--- config.mk ---
export PLATFORM = sky130hd
export DESIGN_NAME = fws_host
export DESIGN_NICKNAME = d
export VERILOG_FILES = /design/src/hw/fws_pkg.sv /design/src/hw/fws_host.sv
export SDC_FILE = /design/constraint.sdc
export NUM_CORES = 1
export LEC_CHECK = 0
export BUFFER_PORTS_ARGS = -buffer_cell sky130_fd_sc_hd__buf_2
export CORE_MARGIN = 1
export CORE_UTILIZATION = 30
export CTS_BUF_LIST = sky130_fd_sc_hd__clkbuf_8 sky130_fd_sc_hd__clkbuf_16
export CTS_CLUSTER_DIAMETER = 60
export DETAILED_ROUTE_END_ITERATION = 6
export SYNTH_ARGS = -nofsm -noshare
export SYNTH_HDL_FRONTEND = slang
export SYNTH_SLANG_ARGS = --single-unit
--- constraint.sdc ---
create_clock -name clk -period 3.7 [get_ports clk]
set_input_delay 0.74 -clock clk [delete_from_list [all_inputs] [get_ports clk]]
set_output_delay 0.74 -clock clk [all_outputs]
set_load 0.01 [all_outputs]
--- src/hw/fws_pkg.sv ---
// Constants, register map and pin bundle of the flash status-polling host.
// Assumes a 25 MHz system clock and a word-wide flash with asynchronous strobes.
package fws_pkg;
    localparam int          ADDR_W     = 22;
    localparam int          DATA_W     = 16;
    localparam int          CLK_NS     = 40;
    localparam int          T_ACC_NS   = 70;
    localparam int          T_WP_NS    = 35;
    localparam logic [3:0]  ACC_CYC    = 4'((T_ACC_NS + CLK_NS - 1) / CLK_NS);
    localparam logic [3:0]  WP_CYC     = 4'((T_WP_NS + CLK_NS - 1) / CLK_NS);
    localparam logic [15:0] RESET_CMD  = 16'h00F0;
    localparam int          DP_BIT     = 7;
    localparam int          TB1_BIT    = 6;
    localparam int          TMO_BIT    = 5;
    localparam int          TB2_BIT    = 2;
    localparam int          ERT_BIT    = 3;
    // Wishbone byte addresses of the controller's own registers.
    localparam logic [3:0]  REG_CTRL   = 4'h0;
    localparam logic [3:0]  REG_ADDR   = 4'h4;
    localparam logic [3:0]  REG_WDATA  = 4'h8;
    localparam logic [3:0]  REG_STAT   = 4'hC;
    localparam int          CTRL_GO    = 8;
    localparam int          ST_BUSY    = 0;
    localparam int          ST_DONE    = 1;
    localparam int          ST_FAIL    = 2;
    localparam int          ST_RB      = 3;
    localparam int          ST_TMO     = 4;
    localparam int          ST_TB2     = 5;
    localparam int          ST_ERT     = 6;
    localparam int          ST_DATA    = 16;

    typedef enum logic [1:0] {
        OP_READ   = 2'h0,
        OP_WRITE  = 2'h1,
        OP_DPOLL  = 2'h2,
        OP_TPOLL  = 2'h3
    } fws_op_e;

    typedef enum logic [5:0] {
        S_IDLE = 6'h01,
        S_RD   = 6'h02,
        S_RHI  = 6'h04,
        S_EVAL = 6'h08,
        S_WR   = 6'h10,
        S_WHI  = 6'h20
    } fws_state_e;

    typedef struct packed {
        logic [ADDR_W-1:0] addr;
        logic [DATA_W-1:0] dq_out;
        logic              dq_oe_n;
        logic              ce_n;
        logic              oe_n;
        logic              we_n;
    } fws_pins_s;
endpackage

--- src/hw/fws_host.sv ---
// Host controller that runs read, write, data-polling and toggle-polling cycles on a flash.
// Assumes flash inputs are synchronous to clk and the busy line has an external pull-up.
//
// Overview of operation
// - Host polls at the programmed address.
// - Host polls inside a sector being erased.
// - Host trusts full word only next read.
// - Host reads twice and compares toggle bit.
// - Stopped toggle means done; read data next (the host sets done on that compare and does no further read).
// - Toggle plus timeout: recheck, else reset command.
// - Host rechecks polling bit despite timeout.
// - Host ends with fail set after the reset command; it does not restart polling.
`timescale 1ns/1ps
module fws_host
    import fws_pkg::*;
(
    input  wire logic              clk,
    input  wire logic              resetn,
    input  wire logic              wb_cyc_i,
    input  wire logic              wb_stb_i,
    input  wire logic              wb_we_i,
    input  wire logic [3:0]        wb_sel_i,
    input  wire logic [31:0]       wb_adr_i,
    input  wire logic [31:0]       wb_dat_i,
    output logic      [31:0]       wb_dat_o,
    output logic                   wb_ack_o,
    output fws_pins_s              pins,
    input  wire logic [DATA_W-1:0] data_lines_in,
    input  wire logic              ready_busy_n_in
);
    fws_state_e        state_reg;
    fws_op_e           op_reg;
    fws_pins_s         pins_reg;
    logic [ADDR_W-1:0] addr_reg;
    logic [DATA_W-1:0] wdata_reg;
    logic [DATA_W-1:0] rdata_reg;
    logic [3:0]        cnt_reg;
    logic              busy_reg;
    logic              done_reg;
    logic              fail_reg;
    logic              tmo_reg;
    logic              first_reg;
    logic              rechk_reg;
    logic              final_reg;
    logic              tb_prev_reg;
    logic              ack_reg;
    logic [31:0]       dat_reg;
    logic              wb_req;
    logic              go;

    assign wb_req   = wb_cyc_i && wb_stb_i && !ack_reg;
    assign go       = wb_req && wb_we_i && wb_sel_i[1] && (wb_adr_i[3:0] == REG_CTRL)
                      && wb_dat_i[CTRL_GO] && !busy_reg;
    assign wb_ack_o = ack_reg;
    assign wb_dat_o = dat_reg;
    assign pins     = pins_reg;

    // Every access is answered one cycle after it is seen; unmapped words read zero.
    always_ff @(posedge clk) begin
        if (!resetn) begin
            ack_reg <= 1'b0;
            dat_reg <= 32'h00000000;
        end else begin
            ack_reg <= wb_req;
            dat_reg <= 32'h00000000;
            if (wb_req && !wb_we_i) begin
                case (wb_adr_i[3:0])
                    REG_CTRL:  dat_reg <= {30'h00000000, op_reg};
                    REG_ADDR:  dat_reg <= 32'(addr_reg);
                    REG_WDATA: dat_reg <= 32'(wdata_reg);
                    REG_STAT: begin
                        dat_reg[ST_BUSY]                 <= busy_reg;
                        dat_reg[ST_DONE]                 <= done_reg;
                        dat_reg[ST_FAIL]                 <= fail_reg;
                        dat_reg[ST_RB]                   <= ready_busy_n_in;
                        dat_reg[ST_TMO]                  <= tmo_reg;
                        dat_reg[ST_TB2]                  <= rdata_reg[TB2_BIT];
                        dat_reg[ST_ERT]                  <= rdata_reg[ERT_BIT];
                        dat_reg[ST_DATA +: DATA_W]       <= rdata_reg;
                    end
                    default:   dat_reg <= 32'h00000000;
                endcase
            end
        end
    end

    // Address and data may only change while the controller is idle.
    always_ff @(posedge clk) begin
        if (!resetn) begin
            addr_reg  <= '0;
            wdata_reg <= '0;
            op_reg    <= OP_READ;
        end else if (wb_req && wb_we_i && !busy_reg) begin
            if (wb_adr_i[3:0] == REG_ADDR)
                addr_reg <= wb_dat_i[ADDR_W-1:0];
            if (wb_adr_i[3:0] == REG_WDATA)
                wdata_reg <= wb_dat_i[DATA_W-1:0];
            if (wb_adr_i[3:0] == REG_CTRL && wb_sel_i[0])
                op_reg <= fws_op_e'(wb_dat_i[1:0]);
        end
    end

    // Sequencer: read and write cycles on the pins plus the two polling procedures.
    always_ff @(posedge clk) begin
        if (!resetn) begin
            state_reg   <= S_IDLE;
            pins_reg    <= '{addr: '0, dq_out: '0, dq_oe_n: 1'b1, ce_n: 1'b1,
                             oe_n: 1'b1, we_n: 1'b1};
            rdata_reg   <= '0;
            cnt_reg     <= 4'h0;
            busy_reg    <= 1'b0;
            done_reg    <= 1'b0;
            fail_reg    <= 1'b0;
            tmo_reg     <= 1'b0;
            first_reg   <= 1'b0;
            rechk_reg   <= 1'b0;
            final_reg   <= 1'b0;
            tb_prev_reg <= 1'b0;
        end else begin
            case (state_reg)
                S_IDLE: begin
                    if (go) begin
                        busy_reg      <= 1'b1;
                        done_reg      <= 1'b0;
                        fail_reg      <= 1'b0;
                        tmo_reg       <= 1'b0;
                        first_reg     <= 1'b1;
                        rechk_reg     <= 1'b0;
                        final_reg     <= 1'b0;
                        cnt_reg       <= 4'h1;
                        pins_reg.addr <= addr_reg;
                        pins_reg.ce_n <= 1'b0;
                        if (fws_op_e'(wb_dat_i[1:0]) == OP_WRITE) begin
                            pins_reg.dq_out  <= wdata_reg;
                            pins_reg.dq_oe_n <= 1'b0;
                            pins_reg.we_n    <= 1'b0;
                            state_reg        <= S_WR;
                        end else begin
                            pins_reg.oe_n <= 1'b0;
                            state_reg     <= S_RD;
                        end
                    end
                end
                S_RD: begin
                    if (cnt_reg >= ACC_CYC) begin
                        rdata_reg     <= data_lines_in;
                        pins_reg.ce_n <= 1'b1;
                        pins_reg.oe_n <= 1'b1;
                        state_reg     <= S_RHI;
                    end else begin
                        cnt_reg <= cnt_reg + 4'h1;
                    end
                end
                S_RHI: state_reg <= S_EVAL;
                S_EVAL: begin
                    cnt_reg       <= 4'h1;
                    pins_reg.ce_n <= 1'b0;
                    pins_reg.oe_n <= 1'b0;
                    state_reg     <= S_RD;
                    first_reg     <= 1'b0;
                    if (rdata_reg[TMO_BIT] && op_reg != OP_READ)
                        tmo_reg <= 1'b1;
                    case (op_reg)
                        OP_DPOLL: begin
                            // A mismatch between two matching reads restarts the count.
                            final_reg <= 1'b0;
                            if (rdata_reg[DP_BIT] == wdata_reg[DP_BIT]) begin
                                // The first matching read may carry stale upper lines.
                                if (final_reg) begin
                                    pins_reg.ce_n <= 1'b1;
                                    pins_reg.oe_n <= 1'b1;
                                    busy_reg      <= 1'b0;
                                    done_reg      <= 1'b1;
                                    state_reg     <= S_IDLE;
                                end
                                final_reg <= 1'b1;
                            end else if (rechk_reg) begin
                                pins_reg.oe_n    <= 1'b1;
                                pins_reg.we_n    <= 1'b0;
                                pins_reg.dq_out  <= RESET_CMD;
                                pins_reg.dq_oe_n <= 1'b0;
                                fail_reg         <= 1'b1;
                                state_reg        <= S_WR;
                            end else if (rdata_reg[TMO_BIT]) begin
                                rechk_reg <= 1'b1;
                            end
                        end
                        OP_TPOLL: begin
                            tb_prev_reg <= rdata_reg[TB1_BIT];
                            if (first_reg) begin
                                first_reg <= 1'b0;
                            end else if (rdata_reg[TB1_BIT] == tb_prev_reg) begin
                                pins_reg.ce_n <= 1'b1;
                                pins_reg.oe_n <= 1'b1;
                                busy_reg      <= 1'b0;
                                done_reg      <= 1'b1;
                                state_reg     <= S_IDLE;
                            end else if (rechk_reg) begin
                                pins_reg.oe_n    <= 1'b1;
                                pins_reg.we_n    <= 1'b0;
                                pins_reg.dq_out  <= RESET_CMD;
                                pins_reg.dq_oe_n <= 1'b0;
                                fail_reg         <= 1'b1;
                                state_reg        <= S_WR;
                            end else if (rdata_reg[TMO_BIT]) begin
                                rechk_reg <= 1'b1;
                            end
                        end
                        default: begin
                            pins_reg.ce_n <= 1'b1;
                            pins_reg.oe_n <= 1'b1;
                            busy_reg      <= 1'b0;
                            done_reg      <= 1'b1;
                            state_reg     <= S_IDLE;
                        end
                    endcase
                end
                S_WR: begin
                    if (cnt_reg >= WP_CYC) begin
                        pins_reg.we_n <= 1'b1;
                        pins_reg.ce_n <= 1'b1;
                        state_reg     <= S_WHI;
                    end else begin
                        cnt_reg <= cnt_reg + 4'h1;
                    end
                end
                S_WHI: begin
                    pins_reg.dq_oe_n <= 1'b1;
                    busy_reg         <= 1'b0;
                    done_reg         <= 1'b1;
                    state_reg        <= S_IDLE;
                end
                default: state_reg <= S_IDLE;
            endcase
        end
    end

    chk_strobe_excl: assert property (@(posedge clk) disable iff (!resetn)
        !(!pins_reg.oe_n && !pins_reg.we_n)) else $error("oe and we low together");
    chk_oe_with_ce: assert property (@(posedge clk) disable iff (!resetn)
        !pins_reg.oe_n |-> !pins_reg.ce_n) else $error("oe low without ce");
    chk_no_drive_read: assert property (@(posedge clk) disable iff (!resetn)
        !pins_reg.oe_n |-> pins_reg.dq_oe_n) else $error("driving data during a read");
    chk_read_length: assert property (@(posedge clk) disable iff (!resetn)
        $fell(pins_reg.oe_n) |-> !pins_reg.oe_n[*2] ##1 pins_reg.oe_n)
        else $error("read strobe length wrong");
    chk_addr_stable: assert property (@(posedge clk) disable iff (!resetn)
        (busy_reg && $past(busy_reg)) |-> $stable(pins_reg.addr))
        else $error("address moved during operation");
    chk_fail_reset: assert property (@(posedge clk) disable iff (!resetn)
        $rose(fail_reg) |-> !pins_reg.we_n && pins_reg.dq_out == RESET_CMD)
        else $error("failure without reset command");
    chk_tpoll_done: assert property (@(posedge clk) disable iff (!resetn)
        ($rose(done_reg) && op_reg == OP_TPOLL && !fail_reg)
        |-> rdata_reg[TB1_BIT] == $past(tb_prev_reg)) else $error("done while toggling");
    chk_dpoll_done: assert property (@(posedge clk) disable iff (!resetn)
        ($rose(done_reg) && op_reg == OP_DPOLL && !fail_reg)
        |-> $past(final_reg) && rdata_reg[DP_BIT] == wdata_reg[DP_BIT])
        else $error("data poll ended early");
    chk_ack_pulse: assert property (@(posedge clk) disable iff (!resetn)
        wb_ack_o |=> !wb_ack_o) else $error("ack longer than one cycle");
    chk_write_end: assert property (@(posedge clk) disable iff (!resetn)
        $rose(pins_reg.we_n) |=> !busy_reg && pins_reg.dq_oe_n)
        else $error("write cycle did not finish");

    cov_tpoll_ok: cover property (@(posedge clk) disable iff (!resetn)
        $rose(done_reg) && op_reg == OP_TPOLL && !fail_reg);
    cov_dpoll_ok: cover property (@(posedge clk) disable iff (!resetn)
        $rose(done_reg) && op_reg == OP_DPOLL && !fail_reg);
    cov_fail: cover property (@(posedge clk) disable iff (!resetn) $rose(fail_reg));
    cov_write: cover property (@(posedge clk) disable iff (!resetn)
        $rose(done_reg) && op_reg == OP_WRITE);
endmodule // fws_host

==> flow_summary.ini, run 1 <==
[sta]
fin_skew_ns = 0.01270
slew_viol_final = 0
fin_crit_ns = 2.825
rsz0062_at_grt = false
maxSlewHeadroom_pct = 31.26
min_period_over_period_pct = 76.36
setup_ws_ns = 0.8745
tightest_slew_ns = 1.031
hold_viol = 0
fmax_ghz = 0.3539
tns_ns = 0
setup_viol = 0

[cts]
cts_tree = yes
clkTransAtPathRegs_ns = 0.06
cts_buffers = 17
h-tree-depth = 4
cts-root-buf = clkbuf_16
cts-resized-gates = 0
numClockSinks = 149
cts_setup_buffers = 0
worstSkewPairLatency_ns = 0.44
hold_buffers = 0
clockBufferDepth = 2

[cells_and_area]
layout-drive-gt1-share_pct = 25.82
layout_common_cells = dfxtp_1 (149), buf_2 (124), nor2_1 (87)
syn_to_final_growth_pct = 24.94
fin_nets = 813
fill_cells = 1887
final_common_cell = dfxtp_1
largest_reg_flops = 42
n_antenna_cell = 0

[synth]
synth_area_sq_um = 5799
yosysWarnings = 0
ys_seq_elements = 149
synth_edf_count = 0
ys_async_sr_fraction_pct = 0
ys_seq_area_share_pct = 51.43
avgSynthCellArea_sq_um = 9.586
synthDistinctLibCells = 64
syn_inst = 605
syn_nets = 699
synth_flop_cell = dfxtp_1

[detailed_routing]
route.detailed.drc = 0
avgRoutedWirePerCell_um = 16.16
dr.pass1.iters = 5
dr.first_iter.drc_count = 329
vias_per_cell = 4.758
ant_nets = 0
routed_wl_um = 16030
routed-via-count = 4720

[floorplan]
die_h_um = 141.0
die_area_sq_um = 19890
start_util_pct = 30.80
rows = 50
die_x_um = 141.0
core_area_sq_um = 18830
pin_count = 165

[worst_setup_path]
worst_ep_arrival_time_ns = 3.20
cp_max_fo = 12
cp_slowest_stage_delay_ns = 0.65
crit_type = reg -> reg
rr_endpoint = pins[18]$_SDFFE_PN0P_
reg2reg_slack_ns = 0.87
path_cells = or4_4 > or2_4 > nor2_1 > o31a_1 > a22o_1
endpoint_kind = flip-flop
cp-start-kind = flip-flop
crit_slowest_cell = o31a_1
reg2reg_depth = 5
required_ns = 4.07
r2r-start = state_reg[3]$_SDFFE_PN0P_

[power_and_ir_drop]
p_leak_uw = 0.002806
power_density_nw_per_um2 = 531.0
ir_drop_mv = 0.2504

[hold_path]
hp-class = reg -> reg
whs_path_depth = 2
hold_start = pins[36]$_SDFFE_PN0P_
min_to = pins[36]$_SDFFE_PN0P_

[job]
drv_cap = 0

[global_route]
grt_antenna_before_repair = 0
grt_overflow_total = 0
grt_pass1_vias = 4466
grt_pass1_wl_um = 25130
grt_max_degree = 94
grtUsageTotal_pct = 16.76

[placed_design]
dpl.hpwl_um = 10830
place_ws_ns = 0.6341
place_congestion = 0.8111
io_buffers = 124

[status]
outcome = complete, no violations
## worst max-delay path, delay by kind of cell (launching register included)
kind / cells / cell delay, ns
AOI/OAI and AO/OA: 2 / 0.90
DFF: 1 / 0.43
and+or+nand+nor: 3 / 1.43
## area by class of cell
type | instances | area, sq um | area share, %
timing repair buffer | 133 | 688.2 | 9.497
clock buffer | 17 | 425.4 | 5.871
inverter | 5 | 18.77 | 0.2590
multi-input combinational | 413 | 2645 | 36.50
sequential | 149 | 2983 | 41.17
tap | 260 | 325.3 | 4.490
clock inverter | 15 | 160.2 | 2.210
## worst max-delay path by stage
stage          cells after the start  slack [ns]                       to                 startpoint
2_1_floorplan                      5        1.14  cnt_reg[1]$_SDFFE_PN0P_                wb_adr_i[3]
3_3_place_gp                       6        0.67    pins[18]$_SDFFE_PN0P_                wb_adr_i[3]
3_5_place_dp                       6        0.63    pins[18]$_SDFFE_PN0P_                wb_adr_i[3]
4_1_cts                            5        0.91    pins[18]$_SDFFE_PN0P_  state_reg[3]$_SDFFE_PN0P_
5_1_grt                            5        0.71    pins[17]$_SDFFE_PN0P_  state_reg[3]$_SDFFE_PN0P_
6_report                           5        0.87    pins[18]$_SDFFE_PN0P_  state_reg[3]$_SDFFE_PN0P_
## cells in the mapped netlist, types with 4 or more instances
cell type / instances / area share, %
nor3_1: 9 / 0.78
clkbuf_1: 23 / 1.5
a22o_1: 12 / 1.8
a22oi_1: 19 / 2.5
or4_1: 4 / 0.52
nand3_1: 7 / 0.60
nor2b_1: 4 / 0.43
and3_1: 4 / 0.43
ha_1: 4 / 0.86
nand2_1: 57 / 3.7
dfxtp_1: 149 / 51
nor4_1: 4 / 0.43
a2111oi_0: 4 / 0.60
a21oi_1: 40 / 3.5
inv_1: 5 / 0.32
buf_2: 11 / 0.95
or3_1: 6 / 0.65
and2_1: 13 / 1.4
mux2i_1: 58 / 10
o21ai_0: 11 / 0.95
nor2_1: 87 / 5.6
nand2b_1: 7 / 0.76
a31oi_1: 4 / 0.43
xnor2_1: 5 / 0.76
## logic make-up after synthesis
kind of cell	count (synthesis)	share of synthesized area (%)
adder cells (fa/ha/maj)	4	0.8630
AND/OR/NAND/NOR	228	19.70
multiplexers	58	10.01
flip-flops	149	51.43
buffers and inverters	43	3.409
AO/OA/AOI/OAI	117	13.68
XOR/XNOR	6	0.9061
## through the flow
step / util, % / cells / total power, uW / cell area (sq um) / hold WS [ns]
2_1_floorplan: - / 605 / 2002 / 5799 / 0.4291
3_3_place_gp: 35.37 / 960 / 2150 / 6660 / 0.4329
3_5_place_dp: 35.37 / 960 / 2152 / 6660 / 0.4379
4_1_cts: 38.48 / 992 / 3883 / 7246 / 0.4509
5_1_grt: 38.48 / 992 / 4012 / 7246 / 0.4703
6_report: 38.48 / 992 / 3848 / 7246 / 0.4449
## report_power, final
part           leakage [uW]  internal [uW]  switching (uW)
logic               0.00132            168             289
clock network      0.000288            957             773
registers           0.00120           1630            28.6
## routing by layer
layer | share of wire, % | wire [um] | track usage [%]
met3 | 5.7 | 907 | 4.382
met5 | 0 | 0 | 0
met4 | 1.5 | 237 | 6.293
met1 | 49 | 7931 | 22.78
met2 | 43 | 6955 | 25.37
(Power assumes the default switching activity.)
==> run 2, diff against run 1 <==
==> constraint.sdc (replaced) <==
create_clock -name clk -period 2.65 [get_ports clk]
set_input_delay 0.53 -clock clk [delete_from_list [all_inputs] [get_ports clk]]
set_output_delay 0.53 -clock clk [all_outputs]
set_load 0.01 [all_outputs]
==> flow_summary.ini, run 2 (same netlist as run 1, synthesis figures left out) <==
[placed_design]
placedCellCount = 981
io_buffers = 124
dpl.hpwl_um = 11150
placed_cell_area_sq_um = 6843
place_congestion = 0.8735
place_ws_ns = 0.07229

[cells_and_area]
n_antenna_cell = 0
layout_common_cells = dfxtp_1 (149), buf_2 (124), nor2_1 (87)
stdcell_count = 1013
largest_reg_flops = 42
fill_cells = 1906
fin_nets = 834
layout-drive-gt1-share_pct = 27.76
final_common_cell = dfxtp_1
final_area_sq_um = 7393
syn_to_final_growth_pct = 27.49

[cts]
worstSkewPairLatency_ns = 0.43
cts_setup_buffers = 0
clockBufferDepth = 2
cts_buffers = 17
clkTransAtPathRegs_ns = 0.06
hold_buffers = 0
cts-root-buf = clkbuf_16
numClockSinks = 149
cts-resized-gates = 0
h-tree-depth = 4
cts_tree = yes

[sta]
maxSlewHeadroom_pct = 53.69
tightest_slew_ns = 0.6947
rsz0062_at_grt = false
fin_skew_ns = 0.01686
tns_ns = 0
hold_viol = 0
slew_viol_final = 0
fmax_ghz = 0.4177
setup_ws_ns = 0.2559
min_period_over_period_pct = 90.34
fin_crit_ns = 2.394
setup_viol = 0

[power_and_ir_drop]
pwr-share-clk_pct = 42.7
power.net_switching_uw = 1485
seq_power_share_pct = 44.1
ir_drop_mv = 0.3973
p_leak_uw = 0.002886
swShare_pct = 28.22
p_int_uw = 3777
combPwrFrac_pct = 13.3
power_density_nw_per_um2 = 711.6

[floorplan]
die_x_um = 141.0
core_area_sq_um = 18830
die_h_um = 141.0
die_area_sq_um = 19890
start_util_pct = 30.80
rows = 50
pin_count = 165

[global_route]
grt_pass1_wl_um = 25550
grt_antenna_before_repair = 1
grt_max_degree = 62
grt_overflow_total = 0
grt_pass1_vias = 4684
grtUsageTotal_pct = 16.84

[worst_setup_path]
crit_type = reg -> reg
cp-start-kind = flip-flop
required_ns = 2.95
worst_ep_arrival_time_ns = 2.70
endpoint_kind = flip-flop
cp_max_fo = 27

[detailed_routing]
route.detailed.drc = 0
dr.pass1.iters = 5
ant_nets = 0
routed_wl_um = 16300
dr.first_iter.drc_count = 326
avgRoutedWirePerCell_um = 16.09
routed-via-count = 4866
vias_per_cell = 4.804

[status]
outcome = complete, no violations

[hold_path]
hp-class = in -> reg

[job]
drv_cap = 0
-- run 2: cell types whose count changed in the layout (fill, tap and decap cells not counted), sizes merged --
| cell | change |
|---|---|
| bufinv | -1 |
| inv | -3 |
| buf | +21 |
| clkinv | -1 |
| clkinvlp | +5 |
-- run 2: per-layer routing --
| metal | wire length, um | track usage (%) | vias to the layer above |
|---|---|---|---|
| met3 | 1042 | 4.212 | 16 |
| met2 | 7289 | 25.95 | 152 |
| met5 | 10 | 0 | - |
| met1 | 7774 | 23.01 | 2287 |
| met4 | 182 | 5.263 | 2 |
| li1 | - | - | 2409 |
-- run 2: final timing paths --
| path | startpoint | to | slack [ns] | depth (start not counted) |
|---|---|---|---|---|
| worst max-delay path | state_reg[1]$_SDFFE_PN0P_ | rechk_reg$_SDFFE_PN0P_ | 0.26 | 5 |
| worst min-delay path | data_lines_in[10] | rdata_reg[10]$_SDFFE_PN0N_ | 0.34 | 3 |
| worst max register to register | state_reg[1]$_SDFFE_PN0P_ | rechk_reg$_SDFFE_PN0P_ | 0.26 | 5 |
| worst min register to register | pins[36]$_SDFFE_PN0P_ | pins[36]$_SDFFE_PN0P_ | 0.45 | 2 |
-- run 2: cell type report --
class,count,area (sq um),share of cell area (%)
timing repair buffer,154,870.8,11.78
sequential,149,2983,40.35
multi-input combinational,413,2645,35.78
clock inverter,15,125.1,1.692
clock buffer,17,425.4,5.754
inverter,5,18.77,0.2539
tap,260,325.3,4.400
-- run 2: power groups by stage --
stage / Sequential [uW] / Clock (uW) / Combinational [uW]
after floorplan: 2370 / 0 / 428
after global placement: 2370 / 0 / 691
after detailed placement: 2370 / 0 / 690
after CTS: 2320 / 2300 / 695
after global routing: 2330 / 2400 / 766
final: 2320 / 2240 / 698
-- run 2: worst max-delay path, stage by stage (launching register included) --
cell	delay [ns]
dfxtp_1	0.37
or4_4	0.59
or2_4	0.28
or4_4	0.76
nand3_1	0.18
o21ai_0	0.09
-- run 2: metrics by stage --
step	hold WS (ns)	power [uW]	util (%)
after floorplan	0.4291	2796	-
after global placement	0.4320	3061	36.34
after detailed placement	0.4371	3059	36.34
after CTS	0.3247	5316	39.26
after global routing	0.3418	5487	39.26
final	0.3435	5261	39.26
